$ cat src/include/component_enable_defs.svh
`ifndef COMPONENT_ENABLE_DEFS_SVH
`define COMPONENT_ENABLE_DEFS_SVH

// ==========================================================
// Bitmap geometry
`define MAP_W 64
`define FEAT_NUM 8

// ==========================================================
// Component positions
`define BIT_FPU 0
`define BIT_SIMD 1
`define BIT_VEC256 2
`define BIT_BND_REGS 3
`define BIT_BND_CSR 4
`define BIT_OPMASK 5
`define BIT_VEC_HI 6
`define BIT_VEC_EXTRA 7
`define BIT_TRACE 8
`define BIT_PKEY 9
`define BIT_ASID 10
`define BIT_CF_USER 11
`define BIT_CF_SSP 12
`define BIT_DUTY 13
`define BIT_USER_INTERRUPT_STATE 14
`define BIT_BRANCH 15
`define BIT_PERF 16
`define BIT_TILE_CFG 17
`define BIT_TILE_DATA 18
`define BIT_SPECIAL 63

// ==========================================================
// Classification masks
`define USER_MASK 64'h0000_0000_0006_02ff
`define SUPV_MASK 64'h0000_0000_0001_fd00
`define RSVD_MASK 64'hffff_ffff_fff8_0000

// ==========================================================
// Register offsets and reset values
`define SUPV_ENABLE_OFFSET 12'hda0
`define USER_ENABLE_INDEX 12'h000
`define USER_ENABLE_RESET 64'h0000_0000_0000_0001
`define SUPV_ENABLE_RESET 64'h0000_0000_0000_0000

// ==========================================================
// Feature masks for enabling-dependent features
`define FEAT_VEC256_MASK 64'h0000_0000_0000_0006
`define FEAT_BOUNDS_MASK 64'h0000_0000_0000_0018
`define FEAT_WIDE_MASK 64'h0000_0000_0000_00e6
`define FEAT_TILE_MASK 64'h0000_0000_0006_0000

`endif

$ cat src/include/component_enable_pkg.sv
`default_nettype none

package component_enable_pkg;
	// Instruction family encodings
	typedef enum logic [2:0] {
		OP_PLAIN_SAVE = 3'h0,
		OP_COMPACT_SAVE = 3'h1,
		OP_OPT_SAVE = 3'h2,
		OP_PLAIN_RESTORE = 3'h3,
		OP_SUPV_SAVE = 3'h4,
		OP_SUPV_RESTORE = 3'h5
	} save_op_t;

	// Register write targets
	typedef enum logic [1:0] {
		TGT_NONE = 2'h0,
		TGT_USER = 2'h1,
		TGT_SUPV = 2'h2
	} reg_target_t;

	// Feature indices; all but FEAT_ALWAYS are enabling-dependent
	typedef enum logic [2:0] {
		FEAT_VEC256 = 3'h0,
		FEAT_BOUNDS = 3'h1,
		FEAT_WIDE = 3'h2,
		FEAT_TILE = 3'h3,
		FEAT_ALWAYS = 3'h4
	} feature_t;
endpackage

`default_nettype wire

$ cat src/rtl/component_mask_gate.sv
`default_nettype none
`include "component_enable_defs.svh"

// Combinational gate: turns an instruction mask into the set acted on
module component_mask_gate (
	// Request
	input wire logic [`MAP_W-1:0] instr_mask_in,
	input wire logic supervisor_op_in,
	// Enables
	input wire logic [`MAP_W-1:0] user_enable_in,
	input wire logic [`MAP_W-1:0] supv_enable_in,
	input wire logic os_save_enable_bit_in,
	// Result
	output logic [`MAP_W-1:0] effective_out
);
	logic [`MAP_W-1:0] user_part;
	logic [`MAP_W-1:0] supv_part;

	// User part only ever covers user components; bit 63 never maps
	assign user_part = instr_mask_in & user_enable_in
		& `USER_MASK;
	// Supervisor part only for supervisor save/restore
	assign supv_part = supervisor_op_in ?
		(instr_mask_in & supv_enable_in & `SUPV_MASK) :
		'0;

	// Nothing happens with the feature set switched off
	assign effective_out = os_save_enable_bit_in ?
		(user_part | supv_part) : '0;
endmodule

`default_nettype wire

$ cat src/rtl/state_component_enable_logic.sv
`default_nettype none
`include "component_enable_defs.svh"

// What this block does
// - Bitmaps are 64 bits, one bit per component
// - Bits 0,1,2: float, SIMD, 256-bit vector
// - Bits 4:3: bounds registers and bounds config
// - Bits 7:5: opmask, vector upper, extra vectors
// - Bits 8,9,10: trace, key rights, address ID
// - Bits 12:11: control-flow user and shadow pointers
// - Bits 13-16: duty, user interrupt, branch, perf
// - Bits 18:17: tile configuration and tile data
// - Bits 62:19 reserved, bit 63 no component
// - Instruction mask is high:low register concatenation
// - Classify user and supervisor component bits
// - Supervisor components only by supervisor save/restore
// - Clear user enable bit skips the component
// - Clear supervisor enable bit skips the component
// - Block writes to disabled enabling-dependent state
// - Clearing enable keeps component contents unchanged
// - Partially enabled feature raises invalid opcode
// - Save-enable bit low disables all dependent features
// - Non-dependent features always usable and writable
// - User enable bit 0 always one, clear faults
// - Only supported bits may be set
module state_component_enable_logic #(
	parameter logic [`MAP_W-1:0] USER_SUPPORTED = `USER_MASK,
	parameter logic [`MAP_W-1:0] SUPV_SUPPORTED = `SUPV_MASK
) (
	// Clock and reset
	input wire logic clk_in,
	input wire logic rst_n_in,
	// Control register enable
	input wire logic os_save_enable_bit_in,
	// Enable register writes
	input wire logic reg_write_in,
	input wire component_enable_pkg::reg_target_t reg_target_in,
	input wire logic [31:0] write_high_in,
	input wire logic [31:0] write_low_in,
	// Save/restore instruction issue
	input wire logic op_valid_in,
	input wire component_enable_pkg::save_op_t op_kind_in,
	input wire logic [31:0] mask_high_in,
	input wire logic [31:0] mask_low_in,
	// Feature instruction and state-write checks
	input wire logic feat_check_in,
	input wire component_enable_pkg::feature_t feat_sel_in,
	input wire logic [`MAP_W-1:0] state_write_req_in,
	// Register contents
	output logic [`MAP_W-1:0] user_enable_register_out,
	output logic [`MAP_W-1:0] supervisor_enable_register_out,
	// Results
	output logic [`MAP_W-1:0] effective_set_out,
	output logic effective_valid_out,
	output logic [`MAP_W-1:0] state_write_allow_out,
	output logic invalid_opcode_fault_out,
	output logic general_protection_fault_out
);
	import component_enable_pkg::*;

	// ==========================================================
	// Component table
	logic [`MAP_W-1:0] user_class;
	logic [`MAP_W-1:0] supv_class;
	logic [`MAP_W-1:0] dependent_bits;

	// One entry per defined component. Bits 62:19 stay unmapped
	// and bit 63 never names a component, so all three maps are
	// zero there and nothing can ever select them. Class and
	// enabling need are kept apart: the SIMD component is a user
	// component whose feature still runs with no enable at all.
	always_comb begin
		user_class = '0;
		supv_class = '0;
		dependent_bits = '0;
		// Legacy floating-point state: usable without enabling
		user_class[`BIT_FPU] = 1'b1;
		// 128-bit SIMD state: its instructions run regardless
		user_class[`BIT_SIMD] = 1'b1;
		// 256-bit vector state
		user_class[`BIT_VEC256] = 1'b1;
		dependent_bits[`BIT_VEC256] = 1'b1;
		// Bounds registers
		user_class[`BIT_BND_REGS] = 1'b1;
		dependent_bits[`BIT_BND_REGS] = 1'b1;
		// Bounds configuration and status
		user_class[`BIT_BND_CSR] = 1'b1;
		dependent_bits[`BIT_BND_CSR] = 1'b1;
		// Opmask registers
		user_class[`BIT_OPMASK] = 1'b1;
		dependent_bits[`BIT_OPMASK] = 1'b1;
		// Upper halves of the low vector registers
		user_class[`BIT_VEC_HI] = 1'b1;
		dependent_bits[`BIT_VEC_HI] = 1'b1;
		// Extra full-width vector registers
		user_class[`BIT_VEC_EXTRA] = 1'b1;
		dependent_bits[`BIT_VEC_EXTRA] = 1'b1;
		// Trace-facility registers
		supv_class[`BIT_TRACE] = 1'b1;
		// Protection-key rights register
		user_class[`BIT_PKEY] = 1'b1;
		// Address space identifier register
		supv_class[`BIT_ASID] = 1'b1;
		// Control-flow user registers
		supv_class[`BIT_CF_USER] = 1'b1;
		// Shadow-stack pointers
		supv_class[`BIT_CF_SSP] = 1'b1;
		// Duty-cycling control
		supv_class[`BIT_DUTY] = 1'b1;
		// User-interrupt state
		supv_class[`BIT_USER_INTERRUPT_STATE] = 1'b1;
		// Branch-record configuration
		supv_class[`BIT_BRANCH] = 1'b1;
		// Performance-state control
		supv_class[`BIT_PERF] = 1'b1;
		// Tile configuration
		user_class[`BIT_TILE_CFG] = 1'b1;
		dependent_bits[`BIT_TILE_CFG] = 1'b1;
		// Tile contents
		user_class[`BIT_TILE_DATA] = 1'b1;
		dependent_bits[`BIT_TILE_DATA] = 1'b1;
		// Special-function bit: never a component in any map
		user_class[`BIT_SPECIAL] = 1'b0;
	end

	// ==========================================================
	// Enable registers
	logic [`MAP_W-1:0] user_enable_reg;
	logic [`MAP_W-1:0] supv_enable_reg;
	logic [`MAP_W-1:0] write_value;
	logic [`MAP_W-1:0] user_legal;
	logic [`MAP_W-1:0] supv_legal;
	logic user_write_off;
	logic user_write_base;
	logic user_write_unsup;
	logic user_write_hit;
	logic supv_write_hit;
	logic user_write_bad;
	logic supv_write_bad;

	// Written value comes from the high:low register pair; the
	// low word lands in bits 31:0
	assign write_value = {write_high_in, write_low_in};

	// Supported bits, limited to the class each register manages;
	// a parameter that over-claims cannot open a supervisor bit
	// in the user register or the other way round
	assign user_legal = USER_SUPPORTED & user_class;
	assign supv_legal = SUPV_SUPPORTED & supv_class;

	// A user write is refused while the feature set is off
	assign user_write_off = !os_save_enable_bit_in;
	// Bit 0 may never go low
	assign user_write_base = !write_value[`BIT_FPU];
	// No bit outside support may go high
	assign user_write_unsup = |(write_value & ~user_legal);
	assign user_write_bad = user_write_off || user_write_base
		|| user_write_unsup;
	assign supv_write_bad = |(write_value & ~supv_legal);

	// ==========================================================
	// Register write decode
	assign user_write_hit = reg_write_in && reg_target_in == TGT_USER;
	assign supv_write_hit = reg_write_in && reg_target_in == TGT_SUPV;

	// User enable register; a clear only drops the enable, the
	// component's own registers live elsewhere and are not touched
	always_ff @(posedge clk_in or negedge rst_n_in) begin
		if (!rst_n_in) begin
			user_enable_reg <= `USER_ENABLE_RESET;
		end else if (user_write_hit && !user_write_bad) begin
			user_enable_reg <= write_value;
		end
	end

	// Supervisor enable register; resets all clear and a good
	// write lands whole, a refused one leaves it untouched
	always_ff @(posedge clk_in or negedge rst_n_in) begin
		if (!rst_n_in) begin
			supv_enable_reg <= `SUPV_ENABLE_RESET;
		end else if (supv_write_hit && !supv_write_bad) begin
			supv_enable_reg <= write_value;
		end
	end

	assign user_enable_register_out = user_enable_reg;
	assign supervisor_enable_register_out = supv_enable_reg;

	// ==========================================================
	// Instruction mask gating
	logic [`MAP_W-1:0] instr_mask;
	logic supervisor_op;
	logic [`MAP_W-1:0] gated_set;

	assign instr_mask = {mask_high_in, mask_low_in};

	// Only the two supervisor instructions reach supervisor state;
	// the four other kinds see user components alone
	always_comb begin
		unique case (op_kind_in)
			// Plain, compacted and optimized saves
			OP_PLAIN_SAVE: supervisor_op = 1'b0;
			OP_COMPACT_SAVE: supervisor_op = 1'b0;
			OP_OPT_SAVE: supervisor_op = 1'b0;
			// Plain restore
			OP_PLAIN_RESTORE: supervisor_op = 1'b0;
			// Supervisor save and restore
			OP_SUPV_SAVE: supervisor_op = 1'b1;
			OP_SUPV_RESTORE: supervisor_op = 1'b1;
			// Codes 6 and 7 name no instruction: safest as user kind
			default: supervisor_op = 1'b0;
		endcase
	end

	// The gate is pure logic; the result is registered below so
	// the enables and mask seen by a save/restore are those of
	// the issue cycle, not of a write landing on the same edge
	component_mask_gate u_gate (
		.instr_mask_in(instr_mask),
		.supervisor_op_in(supervisor_op),
		.user_enable_in(user_enable_reg),
		.supv_enable_in(supv_enable_reg),
		.os_save_enable_bit_in(os_save_enable_bit_in),
		.effective_out(gated_set)
	);

	// Valid pulse follows every issue, refused ones too, so the
	// core always gets an answer one cycle later
	always_ff @(posedge clk_in or negedge rst_n_in) begin
		if (!rst_n_in) begin
			effective_valid_out <= 1'b0;
		end else begin
			effective_valid_out <= op_valid_in;
		end
	end

	// Set holds between issues so a late reader still sees it
	always_ff @(posedge clk_in or negedge rst_n_in) begin
		if (!rst_n_in) begin
			effective_set_out <= '0;
		end else if (op_valid_in) begin
			effective_set_out <= gated_set;
		end
	end

	// ==========================================================
	// Feature enable checks
	logic [`MAP_W-1:0] live_user_enable;
	logic [`MAP_W-1:0] feat_mask;

	// Save-enable low looks like an all-clear user register; the
	// register itself keeps its value so state comes back intact
	// once the feature set is switched on again
	assign live_user_enable = os_save_enable_bit_in ?
		user_enable_reg : '0;

	// Component set each feature needs; a feature counts as
	// enabled only when every one of its components is
	always_comb begin
		feat_mask = '0;
		unique case (feat_sel_in)
			FEAT_VEC256: begin
				// 256-bit vectors build on the SIMD state
				feat_mask[`BIT_SIMD] = 1'b1;
				feat_mask[`BIT_VEC256] = 1'b1;
			end
			FEAT_BOUNDS: begin
				feat_mask[`BIT_BND_REGS] = 1'b1;
				feat_mask[`BIT_BND_CSR] = 1'b1;
			end
			FEAT_WIDE: begin
				// Wide vectors also need the narrower vector state
				feat_mask[`BIT_SIMD] = 1'b1;
				feat_mask[`BIT_VEC256] = 1'b1;
				feat_mask[`BIT_OPMASK] = 1'b1;
				feat_mask[`BIT_VEC_HI] = 1'b1;
				feat_mask[`BIT_VEC_EXTRA] = 1'b1;
			end
			FEAT_TILE: begin
				feat_mask[`BIT_TILE_CFG] = 1'b1;
				feat_mask[`BIT_TILE_DATA] = 1'b1;
			end
			// Non-dependent features never fault on enables
			FEAT_ALWAYS: feat_mask = '0;
			// Codes 5 to 7 name no feature
			default: feat_mask = '0;
		endcase
	end

	// Per-component write permission: dependent components need
	// their enable; all others stay modifiable at all times.
	// This only gates requests: a blocked write leaves the state
	// as it was, it never clears it
	genvar g;
	generate
		for (g = 0; g < `MAP_W; g++) begin : g_allow
			assign state_write_allow_out[g] = state_write_req_in[g]
				&& (!dependent_bits[g]
				|| live_user_enable[g]);
		end
	endgenerate

	// ==========================================================
	// Fault flags
	logic feat_missing;
	logic op_refused;
	logic write_refused;

	// A feature faults when any needed component is not live
	assign feat_missing = feat_check_in
		&& ((feat_mask & ~live_user_enable) != '0);
	// Save/restore with the feature set off never executes
	assign op_refused = op_valid_in
		&& !os_save_enable_bit_in;
	// Refused writes leave the register as it was
	assign write_refused = (user_write_hit && user_write_bad)
		|| (supv_write_hit && supv_write_bad);

	// Invalid-opcode flag, a one-cycle pulse
	always_ff @(posedge clk_in or negedge rst_n_in) begin
		if (!rst_n_in) begin
			invalid_opcode_fault_out <= 1'b0;
		end else begin
			invalid_opcode_fault_out <= feat_missing || op_refused;
		end
	end

	// General-protection flag, a one-cycle pulse; the core turns
	// it into the fault, this block only reports the refusal
	always_ff @(posedge clk_in or negedge rst_n_in) begin
		if (!rst_n_in) begin
			general_protection_fault_out <= 1'b0;
		end else begin
			general_protection_fault_out <= write_refused;
		end
	end
endmodule

`default_nettype wire

$ cat config.mk
export PLATFORM = sky130hd
export DESIGN_NAME = state_component_enable_logic
export DESIGN_NICKNAME = d
export VERILOG_FILES = /design/src/include/component_enable_pkg.sv /design/src/rtl/component_mask_gate.sv /design/src/rtl/state_component_enable_logic.sv
export VERILOG_INCLUDE_DIRS = /design/src /design/src/include
export SDC_FILE = /design/constraint.sdc
export NUM_CORES = 1
export LEC_CHECK = 0
export ABC_AREA = 1
export BUFFER_PORTS_ARGS = -buffer_cell sky130_fd_sc_hd__buf_2
export CAP_MARGIN = 25
export CORE_AREA = 2 2 181 183
export DETAILED_ROUTE_END_ITERATION = 7
export DIE_AREA = 0 0 183 185
export PLACE_DENSITY = 0.51
export SLEW_MARGIN = 30
export SYNTH_ARGS = -nofsm -noshare
export SYNTH_HDL_FRONTEND = slang
export SYNTH_HIERARCHICAL = 1
export SYNTH_SLANG_ARGS = --single-unit
$ cat constraint.sdc
create_clock -name clk_in -period 1 [get_ports clk_in]
set_input_delay 0.2 -clock clk_in [delete_from_list [all_inputs] [get_ports clk_in]]
set_output_delay 0.2 -clock clk_in [all_outputs]
set_load 0.01 [all_outputs]
==> flow_summary_export.csv <==
group,metric,value,unit
status,run_status,"complete, but fails checks",
status,violations_in_the_final_reports,"negative setup slack",
synth,synth_seq_cells,195,
sta,finalHoldViolations,0,
power,power.share.sequential,48.6,%
sta,timing.final.crit_period,1460,ps
setup_path,crit_arrival,1260,ps
finish,drive_gt1_share,56.3,%
power,p_sw_share,26.1,%
synth,post-synth-top-area-cell,"dfrtp_1",
power,power_switching,4.38,mW
global_routing,grt_pass1_wl,37300,um
die,die-area,33900,sq um
setup_path,startpoint,"user_enable_register_out[5]$_DFFE_PN0P_",
die,die_w,183,um
sta,max_freq,0.684,GHz
finish,layout_common_cells,"266 x nand2_1, 218 x buf_2, 193 x dfrtp_1",
global_routing,first_global_vias,6641,
die,die_height,185,um
synth,synthDominantCellAreaShare,58.6,%
clocking,tritoncts,"yes",
setup_path,cp_data_required_time,800,ps
sta,final_period_utilization,146,%
synth,synthesis.area_per_instance,8.72,sq um
clocking,cts_num_sinks,195,
die,floorplan.initialDensity,25.8,%
sta,setup_ws,-462,ps
hold_path,hold_path_depth,3,
setup_path,endpoint_kind,"output pin",
sta,drv_slew,0,
die,ports_placed_on_the_boundary,465,
synth,netlist_area,8280,sq um
finish,multi_input_area,3100,sq um
finish,net_count_of_the_finished_layout,1575,
power,clock_power_share,42.8,%
clocking,clockBufferDepth,2,
die,core_area,32000,sq um
setup_path,ff2ff_setup_slack,-90,ps
routing,route.detailed.wl_per_inst,14.7,um
global_routing,globalRouteTotalUtil,14.5,%
setup_path,reg2reg_to,"invalid_opcode_fault_out$_DFF_PN0_",
power,leakage,7.87,nW
setup_path,crit-reg2reg-launch,"user_enable_register_out[2]$_DFFE_PN0P_",
routing,dr_total_vias,7014,
clocking,clk_root_buffer_cell,"clkbuf_16",
clocking,numCtsBuffers,17,
hold_path,min_to,"supervisor_enable_register_out[13]$_DFFE_PN0P_",
sta,setup_viol_count_final,318,
place,buffer_ports.inserted,306,
finish,sequential_cell_area,4880,sq um
finish,fill_cells,3148,
run,cap_viol_max_count,0,
power,power_per_cell_area,1240,nW/um^2
synth,post_synth_main_area_contributors,"dfrtp_1 59%, nand2_1 17%, buf_4 9.2%",
power,ir_worst_vdd,1.08,mV
routing,route.detailed.drc,0,
routing,post_drt_via_cell_ratio,3.91,
hold_path,worstHoldPathType,"in2reg",
finish,final_common_cell,"nand2_1",
synth,ys_seq_area_share,58.9,%
place,pre_cts_slack,-590,ps
routing,wl,26400,um
routing,detail_route.iter0.violations,245,
finish,fin_cells,1795,
global_routing,remaining_global_route_overflow,0,
synth,synthCells,950,
hold_path,worst_hold_startpoint,"write_low_in[13]",
synth,yosys_warnings,6,
finish,area.growth.synth_to_final,63.2,%
clocking,clk_latency,450,ps
synth,yosys.cell_types.count,23,
power,combPwrFrac,8.6,%
power,cellInternalPower,12.4,mW
place,place_inst,1629,
place,place_congestion,0.751,
sta,rsz0062_at_grt,"yes",
die,placementRows,66,
global_routing,grt_antenna_before_repair,7,
sta,finClkSkew,14.1,ps
global_routing,grt_max_degree,66,
setup_path,worst_setup_path_start_kind,"flip-flop",
setup_path,worstSetupPathType,"reg2out",
routing,antenna_left,0,
place,hpwlAfterDp,16800,um
routing,drt_pass1_iterations,4,
setup_path,worst-path-max-fanout,3,
setup_path,reg2regPathDepth,6,
clocking,clk_pin_slew_worst_paths,80,ps
clocking,cts.htree.levels,4,
==> stage by stage <==
step / area [sq um] / setup TNS (ps) / total power, mW / util [%] / hold slack (ps)
2_1_floorplan: 8530 / -26260 / 9.06 / - / -95.6
3_3_place_gp: 10100 / -67110 / 9.50 / 31.7 / 156
3_5_place_dp: 10100 / -70160 / 9.52 / 31.7 / 156
4_1_cts: 11800 / -45970 / 16.9 / 36.8 / 3.13
5_1_grt: 13500 / -65080 / 17.5 / 42.1 / 0.661
6_report: 13500 / -48760 / 16.8 / 42.2 / 13.9
==> synthesized netlist by cell type, drive strengths merged <==
cell and count:
nand4 20, o21ai 2, dfrtp 194, conb 1, nor2 68, clkbuf 13
buf 120, nand2 392, and3 5, dfstp 1, inv 129, o22ai 1
nor3b 1, nand3 3
==> logic make-up after synthesis <==
logic type / share of synthesized area [%]
AND/OR/NAND/NOR: 23.6
buffers and inverters: 17.2
flip-flops: 58.9
AO/OA/AOI/OAI: 0.196
other: 0.0453
==> sequential cells by signal, summed over array words and instances, names as in the netlist <==
signal,count
effective_set_out,64
effective_valid_out,1
general_protection_fault_out,1
invalid_opcode_fault_out,1
supervisor_enable_register_out,64
user_enable_register_out,64
==> critical path: stages (launching register included) <==
cell,delay [ps]
dfrtp_1,400
buf_6,140
and3_4,170
buf_6,110
==> worst max path at each step <==
stage,to,cells past startpoint
2_1_floorplan,supervisor_enable_register_out[17]$_DFFE_PN0P_,9
3_3_place_gp,user_enable_register_out[4]$_DFFE_PN0P_,11
3_5_place_dp,user_enable_register_out[9]$_DFFE_PN0P_,8
4_1_cts,state_write_allow_out[5],3
5_1_grt,state_write_allow_out[4],3
6_report,state_write_allow_out[5],3
==> routing by layer <==
metal	global-route usage [%]	routed length (um)	up-vias
li1	-	-	3491
met1	18.1	11300	3289
met2	23.4	13000	197
met3	5.52	1730	31
met4	4.32	346	6
met5	0	44	-
==> timing repair <==
item | in CTS | in global routing
pin swaps | 5 | 37
endpoints found under the setup margin | 278 | 339
hold buffers | 3 | 0
endpoints found under the hold margin | 109 | 0
gates cloned | 2 | 10
gates resized for setup | 104 | 361
setup buffers | 68 | 51
==> layout make-up <==
cell class,count,share of cell area (%)
well taps,408,3.78
repair buffers,489,29.0
clock buffers,18,3.25
clock inverters,14,1.20
multi-input cells,537,23.0
diodes,5,0.0926
inverters,129,3.58
flip-flops and latches,195,36.1
==> power by group through the flow <==
stage	logic (mW)	registers, mW	clock network (mW)
after floorplan	0.679	8.38	0
after global placement	1.21	8.29	0
after CTS	1.35	8.14	7.40
after detailed placement	1.22	8.29	0
after global routing	1.63	8.16	7.67
final	1.45	8.14	7.17
No activity file was read; power rests on OpenSTA's default activity.
